$ cat src/common/in_ep_regs.svh
/*
  constants for the in endpoint low control register block: bus offsets,
  field positions, reset values. assumes inclusion by bare name.
*/
// Notes on behaviour
// - bit 7 reads zero, writes to it are ignored.
// - writing 1 to bit 6 clears data toggle; bit reads zero.
// - sending stall sets stall sent flag and clears in packet ready.
// - while stall request is set, every in token gets stall.
// - iso mode: zero length packet on in token sets underrun flag.
// - register at usb address 0x11, resets to all zeros.
// - in packet ready clears on transmit, free double buffer slot; reads zero during iso deferral.
// - fifo not empty reads 1 while fifo holds a packet.
// - flush while fifo not empty raises endpoint interrupt.
// - bulk mode: nak sets underrun flag, firmware clears it.
`ifndef IN_EP_REGS_SVH
`define IN_EP_REGS_SVH
// ==========================================
// register byte addresses
`define USB_ADDR_CTRL_LOW 8'h11
`define OFF_CTRL_LOW 12'h044
`define OFF_CTRL_HIGH 12'h048
`define OFF_IRQ_STATUS 12'h04c
`define OFF_IRQ_MASK 12'h050
// ==========================================
// field positions
`define BIT_TOGGLE_CLEAR 6
`define BIT_STALL_SENT 5
`define BIT_STALL_REQ 4
`define BIT_FLUSH 3
`define BIT_UNDERRUN 2
`define BIT_FIFO_NE 1
`define BIT_IN_RDY 0
`define BIT_HI_DBUF 7
`define BIT_HI_ISO 6
`define BIT_HI_ISOUD 0
`define CTRL_RESET 8'h00
`define CTRL_SW_MASK 8'h3d
// interrupt status bits
`define IRQ_SENT 0
`define IRQ_FLUSH 1
`define IRQ_STALL 2
`define IRQ_WIDTH 3
`endif

$ cat src/common/in_ep_pkg.sv
/*
  types for the in endpoint block. assumes nothing else.
*/
package in_ep_pkg;
  // ==========================================
  // token answers
  typedef enum logic [1:0] {ANS_NONE, ANS_DATA, ANS_ZLP, ANS_STALL} ans_kind_e;
  typedef enum logic [1:0] {ANS_NAK_H, ANS_ACKD, ANS_IDLE_H, ANS_SENT} ans_unused_e;
  // link events from the usb engine
  typedef struct packed
  {
    logic in_token;
    logic host_ack;
    logic sof;
  } link_evt_s;
  typedef enum logic [1:0] {ST_IDLE, ST_ANSWER} tok_state_e;
endpackage

$ cat src/pkt_counter.sv
/*
  counts queued packets in the endpoint fifo. assumes one event per cycle max
  of each kind; load and drop may coincide.
*/
`timescale 1ns/1ps
module pkt_counter
  import in_ep_pkg::*;
#(
  parameter int DEPTH = 2
)
(
  // clock and reset
  input wire logic clk,
  input wire logic nrst,
  // events
  input wire logic load,
  input wire logic drop,
  // status
  output logic [1:0] count,
  output logic not_empty
);
  logic [1:0] count_q;
  logic do_load;
  logic do_drop;
  assign do_drop = drop && (count_q != 2'h0);
  assign do_load = load && (count_q != 2'(DEPTH));
  // ==========================================
  // packet count update
  always_ff @(posedge clk or negedge nrst)
  begin
    if (!nrst)
      count_q <= 2'h0;
    else if (do_load && !do_drop)
      count_q <= count_q + 2'h1;
    else if (do_drop && !do_load)
      count_q <= count_q - 2'h1;
  end
  assign count = count_q;
  assign not_empty = (count_q != 2'h0);
endmodule // pkt_counter

$ cat src/in_ep_ctrl.sv
/*
  in endpoint low control register with ahb-lite slave, token answer logic
  and interrupt. assumes single word transfers and one endpoint selected.
*/
// Our own choice: register access over AHB-Lite.
`timescale 1ns/1ps
`include "in_ep_regs.svh"
module in_ep_ctrl
  import in_ep_pkg::*;
#(
  parameter int DEPTH = 2
)
(
  // clock and reset
  input wire logic clk,
  input wire logic nrst,
  // ahb-lite slave
  input wire logic hsel,
  input wire logic [11:0] haddr,
  input wire logic [1:0] htrans,
  input wire logic hwrite,
  input wire logic [2:0] hsize,
  input wire logic [31:0] hwdata,
  input wire logic hready,
  output logic [31:0] hrdata,
  output logic hreadyout,
  output logic hresp,
  // usb engine side
  input wire link_evt_s link_evt,
  input wire logic fifo_load,
  output logic [1:0] answer,
  output logic answer_valid,
  output logic data_toggle,
  // interrupt
  output logic irq
);
  logic wr_pend_q;
  logic [11:0] addr_q;
  logic [31:0] hrdata_q;
  logic [7:0] ctrl_q;
  logic [7:0] high_q;
  logic [`IRQ_WIDTH-1:0] stat_q;
  logic [`IRQ_WIDTH-1:0] mask_q;
  logic toggle_q;
  logic [1:0] answer_q;
  logic answer_valid_q;
  logic irq_q;
  logic iso_hold_q;
  logic wr_ctrl;
  logic wr_high;
  logic wr_mask;
  logic rd_stat;
  logic [7:0] wd;
  logic flush_drop;
  logic sent_drop;
  logic [1:0] pkt_count;
  logic fifo_ne;
  logic tok;
  logic stall_now;
  logic zlp_now;
  logic data_now;
  logic nak_now;
  logic flush_req;
  logic [7:0] ctrl_rd;
  logic addr_phase;
  // ==========================================
  // bus address phase capture
  assign addr_phase = hsel && hready && htrans[1];
  always_ff @(posedge clk or negedge nrst)
  begin
    if (!nrst)
    begin
      wr_pend_q <= 1'b0;
      addr_q <= 12'h000;
    end
    else
    begin
      wr_pend_q <= addr_phase && hwrite;
      if (addr_phase)
        addr_q <= haddr;
    end
  end
  assign wd = hwdata[7:0];
  assign wr_ctrl = wr_pend_q && (addr_q == `OFF_CTRL_LOW);
  assign wr_high = wr_pend_q && (addr_q == `OFF_CTRL_HIGH);
  assign wr_mask = wr_pend_q && (addr_q == `OFF_IRQ_MASK);
  assign rd_stat = addr_phase && !hwrite && (haddr == `OFF_IRQ_STATUS);
  // bit 7 and toggle clear read zero
  assign ctrl_rd = {2'b00, ctrl_q[5:2], fifo_ne, ctrl_q[`BIT_IN_RDY] & ~iso_hold_q};
  // ==========================================
  // read data, registered in the address phase
  always_ff @(posedge clk or negedge nrst)
  begin
    if (!nrst)
      hrdata_q <= 32'h0;
    else if (addr_phase && !hwrite)
    begin
      if (haddr == `OFF_CTRL_LOW)
        hrdata_q <= {24'h0, ctrl_rd};
      else if (haddr == `OFF_CTRL_HIGH)
        hrdata_q <= {24'h0, high_q};
      else if (haddr == `OFF_IRQ_STATUS)
        hrdata_q <= {29'h0, stat_q};
      else if (haddr == `OFF_IRQ_MASK)
        hrdata_q <= {29'h0, mask_q};
      else
        hrdata_q <= 32'h0;
    end
  end
  assign hrdata = hrdata_q;
  // zero wait states: every transfer ends after one data phase,
  // so the master never stalls and the response is always okay
  assign hreadyout = 1'b1;
  assign hresp = 1'b0;
  // ==========================================
  // token answer selection
  assign tok = link_evt.in_token;
  assign stall_now = tok && ctrl_q[`BIT_STALL_REQ];
  // data goes out whenever a packet is queued and no stall is requested; while ready is set,
  // an iso deferral holds the packet back until the next frame start
  // no packet: iso answers with a zero length packet, bulk with a nak
  assign data_now = tok && !stall_now && fifo_ne && ctrl_q[`BIT_IN_RDY] == 1'b0 || tok && !stall_now && fifo_ne && !iso_hold_q && ctrl_q[`BIT_IN_RDY];
  assign zlp_now = tok && !stall_now && !data_now && high_q[`BIT_HI_ISO];
  assign nak_now = tok && !stall_now && !data_now && !high_q[`BIT_HI_ISO];
  // flush acts in the data phase, one packet per write
  assign flush_req = wr_ctrl && wd[`BIT_FLUSH];
  assign flush_drop = flush_req && fifo_ne;
  assign sent_drop = data_now;
  pkt_counter #(.DEPTH(DEPTH)) u_cnt
  (
    .clk(clk),
    .nrst(nrst),
    .load(fifo_load),
    .drop(flush_drop | sent_drop),
    .count(pkt_count),
    .not_empty(fifo_ne)
  );
  // ==========================================
  // low control register
  always_ff @(posedge clk or negedge nrst)
  begin
    if (!nrst)
      ctrl_q <= `CTRL_RESET;
    else
    begin
      if (wr_ctrl)
        ctrl_q <= (ctrl_q & ~`CTRL_SW_MASK) | (wd & `CTRL_SW_MASK);
      ctrl_q[`BIT_FLUSH] <= 1'b0;
      ctrl_q[`BIT_FIFO_NE] <= 1'b0;
      ctrl_q[7:6] <= 2'b00;
      // stall sets flag, only firmware clears
      if (stall_now)
      begin
        ctrl_q[`BIT_STALL_SENT] <= 1'b1;
        ctrl_q[`BIT_IN_RDY] <= 1'b0;
      end
      // underrun on zlp or nak, set wins
      if (zlp_now || nak_now)
        ctrl_q[`BIT_UNDERRUN] <= 1'b1;
      // ready clears on send or free double buffer slot
      if (data_now || (high_q[`BIT_HI_DBUF] && ctrl_q[`BIT_IN_RDY] && pkt_count < 2'(DEPTH)))
        ctrl_q[`BIT_IN_RDY] <= 1'b0;
    end
  end
  // ==========================================
  // high control copy, iso deferral and toggle
  always_ff @(posedge clk or negedge nrst)
  begin
    if (!nrst)
    begin
      high_q <= 8'h00;
      iso_hold_q <= 1'b0;
      toggle_q <= 1'b0;
    end
    else
    begin
      if (wr_high)
        high_q <= wd;
      if (link_evt.sof)
        iso_hold_q <= 1'b0;
      else if (wr_ctrl && wd[`BIT_IN_RDY] && high_q[`BIT_HI_ISO] && high_q[`BIT_HI_ISOUD])
        iso_hold_q <= 1'b1;
      if (wr_ctrl && wd[`BIT_TOGGLE_CLEAR])
        toggle_q <= 1'b0;
      else if (link_evt.host_ack)
        toggle_q <= ~toggle_q;
    end
  end
  // ==========================================
  // answer outputs and interrupt
  always_ff @(posedge clk or negedge nrst)
  begin
    if (!nrst)
    begin
      answer_q <= ANS_NONE;
      answer_valid_q <= 1'b0;
      stat_q <= '0;
      mask_q <= '0;
      irq_q <= 1'b0;
    end
    else
    begin
      answer_valid_q <= tok;
      if (stall_now)
        answer_q <= ANS_STALL;
      else if (data_now)
        answer_q <= ANS_DATA;
      else if (zlp_now)
        answer_q <= ANS_ZLP;
      else if (tok)
        answer_q <= ANS_NONE;
      if (wr_mask)
        mask_q <= wd[`IRQ_WIDTH-1:0];
      // events set sticky bits, set wins over read clear
      stat_q <= (rd_stat ? '0 : stat_q) | {stall_now, flush_drop, data_now};
      irq_q <= |(stat_q & mask_q);
    end
  end
  assign answer = answer_q;
  assign answer_valid = answer_valid_q;
  assign data_toggle = toggle_q;
  assign irq = irq_q;
endmodule // in_ep_ctrl

$ cat config.mk
export PLATFORM = sky130hd
export DESIGN_NAME = in_ep_ctrl
export DESIGN_NICKNAME = d
export VERILOG_FILES = /design/src/common/in_ep_pkg.sv /design/src/pkt_counter.sv /design/src/in_ep_ctrl.sv
export VERILOG_INCLUDE_DIRS = /design/src /design/src/common
export SDC_FILE = /design/constraint.sdc
export NUM_CORES = 1
export LEC_CHECK = 0
export BUFFER_PORTS_ARGS = -buffer_cell sky130_fd_sc_hd__buf_4
export CORE_ASPECT_RATIO = 1.75
export CORE_MARGIN = 8
export CORE_UTILIZATION = 40
export CTS_CLUSTER_SIZE = 14
export DETAILED_ROUTE_END_ITERATION = 16
export PLACE_DENSITY = 0.69
export RECOVER_POWER = 50
export SLEW_MARGIN = 10
export SYNTH_ARGS = -nofsm -noshare
export SYNTH_HDL_FRONTEND = slang
export SYNTH_SLANG_ARGS = --single-unit
$ cat constraint.sdc
create_clock -name clk -period 2.84 [get_ports clk]
set_clock_uncertainty 0.1 [all_clocks]
set_input_delay 0.568 -clock clk [delete_from_list [all_inputs] [get_ports clk]]
set_output_delay 0.568 -clock clk [all_outputs]
set_load 0.02 [all_outputs]
==> results.sh, run 1 <==
export IMPL_totalWireLength_um=5080
export IMPL_cts_hold_buffers=0
export IMPL_synthTopCellsByArea="dfrtp_1, mux2_2, buf_4"
export IMPL_irDropWorstVdd_mv=0.3911
export IMPL_first_iter_violations=77
export IMPL_p_seq_share_pct=47.6
export IMPL_post_cts_resized=0
export IMPL_cts_tree="done"
export IMPL_post_route_period_util_pct=82.41
export IMPL_tightest_slew_ps=1137
export IMPL_n_fill_cell=560
export IMPL_synth_top_cell_by_area="dfrtp_1"
export IMPL_ys_seq_elements=47
export IMPL_power_net_switching_uw=437.5
export IMPL_layout_drive_gt1_share_pct=35.32
export IMPL_die_w_um=73.61
export IMPL_seq_area_frac_synth_pct=50.62
export IMPL_cts_path_max_buffers=2
export IMPL_drc_errors=0
export IMPL_grt_pass1_wl_um=7886
export IMPL_setup_violations=0
export IMPL_grt_pass1_vias=1621
export IMPL_maxSlewHeadroom_pct=24.20
export IMPL_final_cells=330
export IMPL_hold_violations=0
export IMPL_critPathRequiredTime_ps=2970
export IMPL_coreArea_mm2=0.005741
export IMPL_synth_top_cell_area_share_pct=50.62
export IMPL_diodes=0
export IMPL_power_density_mw_per_mm2=599.0
export IMPL_grt_max_degree=48
export IMPL_die_area_mm2=0.008599
export IMPL_timing_final_ws_setup_ps=499.5
export IMPL_ioPinCount=97
export IMPL_crit_slowest_cell="nor4_1"
export IMPL_critPathArrivalTime_ps=2470
export IMPL_cts_sinks=47
export IMPL_critical_path_class="flop to flop"
export IMPL_syn2layout_area_growth_pct=19.87
export IMPL_dr_pass1_iters=5
export IMPL_period_needed_ps=2341
export IMPL_endpoint_kind="flop"
export IMPL_htreeDepth=2
export IMPL_swShare_pct=26.22
export IMPL_numCtsBuffers=5
export IMPL_ant_nets=0
export IMPL_async_flop_share_pct=100.0
export IMPL_antenna_found_initial=0
export IMPL_cts_setup_buffers=0
export IMPL_ys_flop_type="dfrtp_1"
export IMPL_clock_power_share_pct=34.3
export IMPL_yosys_warnings=0
export IMPL_grt_overflow=0
export IMPL_nets=310
export IMPL_rows=37
export IMPL_initial_utilization_pct=40.48
export IMPL_combPwrFrac_pct=18.1
export IMPL_p_leak_nw=1.339
export IMPL_gp_congestion=0.8207
export IMPL_cp_start_kind="flop"
export IMPL_crit_fanout=3
export IMPL_syn_area_mm2=0.002323
export IMPL_die_h_um=116.8
export IMPL_ys_types=48
export IMPL_dp_hpwl_um=4020
export IMPL_synth_cells=202
export IMPL_wl_per_cell_um=15.39
export IMPL_synth_edff_count=0
export IMPL_tns_ps=0
export IMPL_vias=1630
export IMPL_dp_slack_ps=340.0
export IMPL_hold_ws_ps=314.9
export IMPL_clkLatencyLatePin_ps=300
export IMPL_max_stage_delay_ps=530
export IMPL_maxSlewViolCount=0
export IMPL_place_inst=322
export IMPL_status="complete, no violations"
export IMPL_cap_violations=0
export IMPL_io_buffers=42
export IMPL_intPower_mw=1.231
export IMPL_hp_class="input pin to flop"
export IMPL_track_usage_pct=12.09
export IMPL_cts_root_buf="clkbuf_8"
export IMPL_viasPerCell=4.939
export IMPL_worstPathCellList="nor4_1 > nor4b_4 > and3b_2 > nor2_1 > ha_1 > xor2_1 > nor2_1 > xor2_1"
export IMPL_max_freq_mhz=427.3
export IMPL_rsz0062_at_grt="false"
export IMPL_syn_area_per_cell_um2=11.50
export IMPL_cts_clk_slew_worst_paths_ps=90
## logic make-up after synthesis
group | Yosys count | share of synthesized area [%]
xor gates and xnor gates | 4 | 1.508
AOI/OAI and AO/OA | 26 | 8.185
and+or+nand+nor | 59 | 15.83
other | 2 | 0.3232
muxes | 26 | 12.71
adders and majority gates | 1 | 0.5384
buffers and inverters | 37 | 10.29
DFF | 47 | 50.62
## worst paths after layout
path	cells after the start	slack, ps	to	from
min in group asynchronous	1	370	high_q[5]	nrst
hold / removal	2	310	iso_hold_q	link_evt[0]
setup reg to reg	8	500	u_cnt.count[1]	addr_q[1]
hold reg to reg	2	370	hrdata[3]	hrdata[3]
setup / recovery	8	500	u_cnt.count[1]	addr_q[1]
max in group asynchronous	1	1560	mask_q[2]	nrst
## registers in the layout, summed over array words and instances, names as in the netlist
name and count:
stat_q 3, hrdata 8, data_toggle 1, irq 1
iso_hold_q 1, answer_valid 1, high_q 8, addr_q 12
ctrl_q 4, answer 2, u_cnt.count 2, wr_pend_q 1
mask_q 3
## synthesized netlist by cell type (all sizes together) (2+ instances only)
cell type,n
or4b,2
xnor2,2
nand3,11
clkbuf,2
a22oi,5
or3b,3
or4,2
nand2b,2
nor4,3
nor3b,3
nor2,13
conb,2
and3,2
inv,7
mux2,25
nand4,2
a21o,2
xor2,2
nor2b,2
buf,28
o21ai,6
a211oi,2
a21oi,2
nand2,8
dfrtp,47
o31ai,2
## stage by stage
step,cell area (um^2),power (mW),util [%]
final,2785,1.668,48.52
after global routing,2785,1.747,48.52
after global placement,2659,1.099,46.32
after detailed placement,2659,1.111,46.32
after CTS,2795,1.685,48.69
after floorplan,2414,1.014,-
## per-layer routing
| metal | routed length, um | GRT usage (%) | part of all wire (%) | vias up |
|---|---|---|---|---|
| li1 | - | - | - | 756 |
| met1 | 1870 | 12.59 | 37 | 785 |
| met2 | 2653 | 21.17 | 52 | 73 |
| met3 | 374 | 3.328 | 7.4 | 16 |
| met4 | 181 | 6.577 | 3.6 | 0 |
| met5 | 0 | 0 | 0 | - |
## power groups by stage
stage | sequential (mW) | clock, mW | combinational (mW)
after floorplan | 0.811 | 0 | 0.203
after CTS | 0.791 | 0.586 | 0.307
after detailed placement | 0.805 | 0 | 0.306
after global routing | 0.801 | 0.613 | 0.332
after global placement | 0.801 | 0 | 0.298
final | 0.793 | 0.572 | 0.303
## cell type report
| class | instances | area, um^2 | share of cell area (%) |
|---|---|---|---|
| clock buffers | 5 | 68.82 | 2.471 |
| clock inverters | 3 | 67.56 | 2.426 |
| inverters | 7 | 26.28 | 0.9434 |
| multi-input cells | 142 | 998.5 | 35.85 |
| flip-flops and latches | 47 | 1176 | 42.23 |
| well taps | 78 | 97.59 | 3.504 |
| repair buffers | 48 | 350.3 | 12.58 |
## cells in the final DEF, fill, tap and decap left out, types with 2 or more instances in the layout
cell type	count
buf_4	44
o21ai_0	5
clkbuf_8	5
nor2_1	13
nand4_1	2
or3b_2	2
nand2_1	8
conb_1	26
a211oi_1	2
nand2b_1	2
nor4_2	2
inv_1	7
nor2b_1	2
a21o_1	2
a22oi_1	5
xnor2_1	2
xor2_1	2
nand3_1	11
dfrtp_1	47
o31ai_1	2
bufinv_16	2
and3_1	2
mux2_2	24
clkbuf_1	2
nor3b_1	3
a21oi_1	2
## worst max-delay path: cells and delay by family, from the launching register on
kind	cells	cell delay [ps]
simple gates	5	1280
flops	1	390
xor+xnor	2	300
fa+ha+maj	1	210
No activity file was read; power rests on OpenSTA's default activity.
==> run 2, diff against run 1 <==
clock period = 2.4 ns   (was 2.84 ns; I/O delays follow)
==> run 2 against run 1 <==
  * Sequential cell count unchanged
  * Global-route usage grew 0.15 points
  * Non-clock buffer count grew 4
  * Largest cell class unchanged
==> results.sh, run 2 (synthesized netlist as in run 1, its figures left out) <==
export IMPL_largest_register_ffs=12
export IMPL_p_leak_nw=1.342
export IMPL_hold_path_cell_count=2
export IMPL_maxSlewViolCount=0
export IMPL_hp_class="input pin to flop"
export IMPL_initial_utilization_pct=40.48
export IMPL_status="complete, no violations"
export IMPL_tns_ps=0
export IMPL_crit_fanout=2
export IMPL_cts_setup_buffers=0
export IMPL_fin_area_mm2=0.002766
export IMPL_cts_clk_slew_worst_paths_ps=90
export IMPL_track_usage_pct=12.24
export IMPL_r2r_start="addr_q[8]"
export IMPL_ant_nets=0
export IMPL_critical_path_class="flop to flop"
export IMPL_layout_commonest_cell="buf_4"
export IMPL_final_cell_mix="buf_4, dfrtp_1, conb_1"
export IMPL_dp_hpwl_um=3968
export IMPL_place_inst=326
export IMPL_layout_drive_gt1_share_pct=36.08
export IMPL_nets=314
export IMPL_first_iter_violations=48
export IMPL_cts_path_max_buffers=2
export IMPL_antenna_found_initial=0
export IMPL_cts_sinks=47
export IMPL_setup_violations=0
export IMPL_cts_hold_buffers=0
export IMPL_min_from="link_evt[0]"
export IMPL_die_area_mm2=0.008599
export IMPL_clkLatencyLatePin_ps=300
export IMPL_drc_errors=0
export IMPL_max_freq_mhz=444.7
export IMPL_dr_pass1_iters=4
export IMPL_gp_congestion=0.8235
export IMPL_largest_register="addr_q"
export IMPL_reg2reg_to="u_cnt.count[1]"
export IMPL_grt_max_degree=48
export IMPL_tightest_slew_ps=1151
export IMPL_cts_root_buf="clkbuf_8"
export IMPL_ioPinCount=97
export IMPL_crit_buf_inv=0
export IMPL_ff2ff_setup_slack_ps=150
export IMPL_final_cells=333
export IMPL_final_core_util_pct=48.19
export IMPL_grt_overflow=0
export IMPL_hold_ws_ps=217.0
export IMPL_worstPathCellList="or4b_4 > nor4b_4 > and3b_2 > nor2_1 > ha_1 > nor2_1 > xor2_1"
export IMPL_critPathArrivalTime_ps=2370
export IMPL_critPathRequiredTime_ps=2520
export IMPL_placed_area_mm2=0.002689
export IMPL_min_to="iso_hold_q"
export IMPL_wl_per_cell_um=15.30
export IMPL_io_buffers=42
export IMPL_htreeDepth=2
export IMPL_cap_violations=0
export IMPL_power_density_mw_per_mm2=639.8
export IMPL_diodes=0
export IMPL_rows=37
export IMPL_cts_tree="done"
export IMPL_post_route_period_util_pct=93.70
export IMPL_rsz0062_at_grt="false"
export IMPL_die_h_um=116.8
export IMPL_coreArea_mm2=0.005741
export IMPL_post_cts_resized=0
export IMPL_grt_pass1_vias=1667
export IMPL_crit_family="simple AND/OR/NAND/NOR gates"
export IMPL_n_fill_cell=541
export IMPL_maxSlewHeadroom_pct=23.24
export IMPL_crit_slowest_cell="or4b_4"
export IMPL_hold_violations=0
export IMPL_reg2reg_depth=7
export IMPL_die_w_um=73.61
export IMPL_vias=1644
export IMPL_endpoint_kind="flop"
export IMPL_grt_pass1_wl_um=7941
export IMPL_irDropWorstVdd_mv=0.4246
export IMPL_path_common_cell="nor2_1"
export IMPL_numCtsBuffers=5
export IMPL_max_stage_delay_ps=560
export IMPL_viasPerCell=4.937
export IMPL_totalWireLength_um=5095
export IMPL_syn2layout_area_growth_pct=19.06
export IMPL_cp_start_kind="flop"
export IMPL_period_needed_ps=2249
==> run 2: changes by cell type in the layout (fill, tap and decap cells not counted) <==
cell | previous run | this run
buf_4 | 44 | 48
bufinv_16 | 2 | 0
clkbuf_8 | 5 | 6
clkinv_2 | 0 | 1
clkinvlp_4 | 1 | 0
==> run 2: metal layers <==
metal  vias to the layer above  wire [um]  GRT usage, %
met5                         -          0             0
met4                         0        199         7.517
met3                        12        461         3.669
met2                        74       2632         21.28
met1                       788       1801         12.36
li1                        770          -             -
==> run 2: layout make-up <==
type | instances | area (um^2) | share of cell area, %
flip-flops and latches | 47 | 1176 | 42.51
multi-input cells | 142 | 998.5 | 36.09
repair buffers | 52 | 380.4 | 13.75
well taps | 78 | 97.59 | 3.528
clock buffers | 6 | 82.58 | 2.985
inverters | 7 | 26.28 | 0.9498
clock inverters | 1 | 5.005 | 0.1809
==> run 2: worst max path at each step <==
stage | cells after the start | endpoint | from | slack [ps]
3_5_place_dp | 5 | stat_q[2] | haddr[10] | 60
4_1_cts | 7 | u_cnt.count[1] | addr_q[8] | 130
6_report | 7 | u_cnt.count[1] | addr_q[8] | 150
5_1_grt | 8 | u_cnt.count[1] | addr_q[8] | 30
2_1_floorplan | 8 | u_cnt.count[1] | addr_q[8] | 40
3_3_place_gp | 5 | stat_q[2] | haddr[10] | 70
==> run 2: per-stage QoR <==
stage / worst slack [ps] / power, mW
finish: 151.1 / 1.770
floorplan: 40.35 / 1.200
global route: 29.66 / 1.854
global placement: 69.75 / 1.303
detailed placement: 62.53 / 1.315
CTS: 132.8 / 1.790
==> run 2: worst reg2reg max path, stage by stage (launching register included) <==
cell,delay [ps]
dfrtp_1,380
or4b_4,560
nor4b_4,260
and3b_2,240
nor2_1,40
ha_1,310
nor2_1,140
xor2_1,160
==> run 2: power by group <==
part | internal [mW] | switching (mW)
combinational | 0.170 | 0.190
sequential | 0.875 | 0.0613
clock | 0.226 | 0.248
total | 1.27 | 0.499
==> run 3, diff against run 2 <==
CORE_ASPECT_RATIO = 0.7   (was 1.75)
==> run 3 against run 2 <==
  * Largest power group unchanged
  * Clock power shrank 1%
  * Sequential share of layout area grew 0.23 points
  * Cell count shrank 0.90%
==> results.sh, run 3 (synthesized netlist as in run 1, its figures left out) <==
export IMPL_status="complete, no violations"
export IMPL_hold_violations=0
export IMPL_m1WireLength_um=2463
export IMPL_final_cells=330
export IMPL_htreeDepth=2
export IMPL_hold_path_cell_count=2
export IMPL_period_needed_ps=2244
export IMPL_tightest_slew_ps=1164
export IMPL_die_h_um=79.77
export IMPL_critPathArrivalTime_ps=2370
export IMPL_ioPinCount=97
export IMPL_io_buffers=42
export IMPL_cp_start_kind="flop"
export IMPL_numCtsBuffers=5
export IMPL_placed_area_mm2=0.002678
export IMPL_grt_pass1_wl_um=8459
export IMPL_coreArea_mm2=0.005669
export IMPL_grt_max_degree=48
export IMPL_cap_violations=0
export IMPL_cts_tree="done"
export IMPL_setup_violations=0
export IMPL_met2_length_um=2335
export IMPL_largest_register="addr_q"
export IMPL_routed_top_layer="met4"
export IMPL_clkLatencyLatePin_ps=300
export IMPL_timing_final_ws_setup_ps=155.5
export IMPL_diodes=0
export IMPL_post_route_period_util_pct=93.52
export IMPL_p_leak_nw=1.338
export IMPL_cts_clk_slew_worst_paths_ps=80
export IMPL_dr_pass1_iters=4
export IMPL_syn2layout_area_growth_pct=18.42
export IMPL_fin_area_mm2=0.002751
export IMPL_critPathRequiredTime_ps=2530
export IMPL_initial_utilization_pct=40.98
export IMPL_tns_ps=0
export IMPL_grt_pass1_vias=1645
export IMPL_endpoint_kind="flop"
export IMPL_die_w_um=107.1
export IMPL_totalWireLength_um=5235
export IMPL_final_cell_mix="dfrtp_1, buf_4, conb_1"
export IMPL_first_iter_violations=52
export IMPL_nets=313
export IMPL_vias=1638
export IMPL_rows=23
export IMPL_viasPerCell=4.964
export IMPL_maxSlewViolCount=0
export IMPL_cts_root_buf="clkbuf_8"
export IMPL_grt_overflow=0
export IMPL_track_usage_pct=12.57
export IMPL_max_freq_mhz=445.5
export IMPL_place_inst=322
export IMPL_maxSlewHeadroom_pct=22.39
export IMPL_reg2reg_depth=7
export IMPL_wl_per_cell_um=15.86
export IMPL_hold_ws_ps=217.0
export IMPL_p_total_mw=1.767
export IMPL_critical_path_class="flop to flop"
export IMPL_cts_path_max_buffers=2
export IMPL_post_cts_resized=0
export IMPL_final_core_util_pct=48.53
export IMPL_drc_errors=0
export IMPL_rsz0062_at_grt="false"
export IMPL_gp_congestion=0.8302
export IMPL_cts_sinks=47
export IMPL_die_area_mm2=0.008542
export IMPL_ant_nets=0
export IMPL_cts_setup_buffers=0
export IMPL_dp_hpwl_um=4112
export IMPL_largest_register_ffs=12
export IMPL_wl_met3_um=377
export IMPL_irDropWorstVdd_mv=0.3173
export IMPL_cts_hold_buffers=0
export IMPL_crit_fanout=2
export IMPL_dp_slack_ps=84.49
export IMPL_power_density_mw_per_mm2=642.2
export IMPL_antenna_found_initial=0
export IMPL_layout_drive_gt1_share_pct=36.08
export IMPL_hp_class="input pin to flop"
[run 3: cell types whose count changed in the layout (fill, tap and decap cells not counted)]
| cell | change |
|---|---|
| buf_4 | -1 |
| clkinv_2 | +2 |
| clkbuf_8 | -1 |
[run 3: cell type report]
cell class / count / area (um^2)
Timing Repair Buffer: 51 / 372.9
Tap cell: 75 / 93.84
Multi-Input combinational cell: 142 / 998.5
Sequential cell: 47 / 1176
Clock inverter: 3 / 15.01
Clock buffer: 5 / 68.82
Inverter: 7 / 26.28
Fill cell: 556 / 2918
[run 3: where the power goes]
group,total (mW),switching (mW),internal (mW)
Combinational,0.365,0.195,0.170
Clock,0.467,0.267,0.200
Sequential,0.935,0.0601,0.875
[run 3: final timing paths]
check | endpoint | slack, ps | startpoint
max | u_cnt.count[1] | 160 | addr_q[8]
max reg2reg | u_cnt.count[1] | 160 | addr_q[8]
min | iso_hold_q | 220 | link_evt[0]
min in group asynchronous | addr_q[2] | 300 | nrst
min reg2reg | hrdata[6] | 380 | hrdata[6]
max in group asynchronous | addr_q[8] | 1190 | nrst
[run 3: critical path, stage by stage (launching register included)]
cell and delay, ps:
dfrtp_1 380, or4b_4 570, nor4b_4 240, and3b_2 250, nor2_1 50, ha_1 310
nor2_1 130, xor2_1 140
[run 3: per-layer routing]
| layer | vias to the layer above | global-route usage (%) |
|---|---|---|
| li1 | 766 | - |
| met1 | 815 | 17.26 |
| met2 | 51 | 18.39 |
| met3 | 6 | 3.710 |
| met4 | 0 | 4.196 |
| met5 | - | 0 |
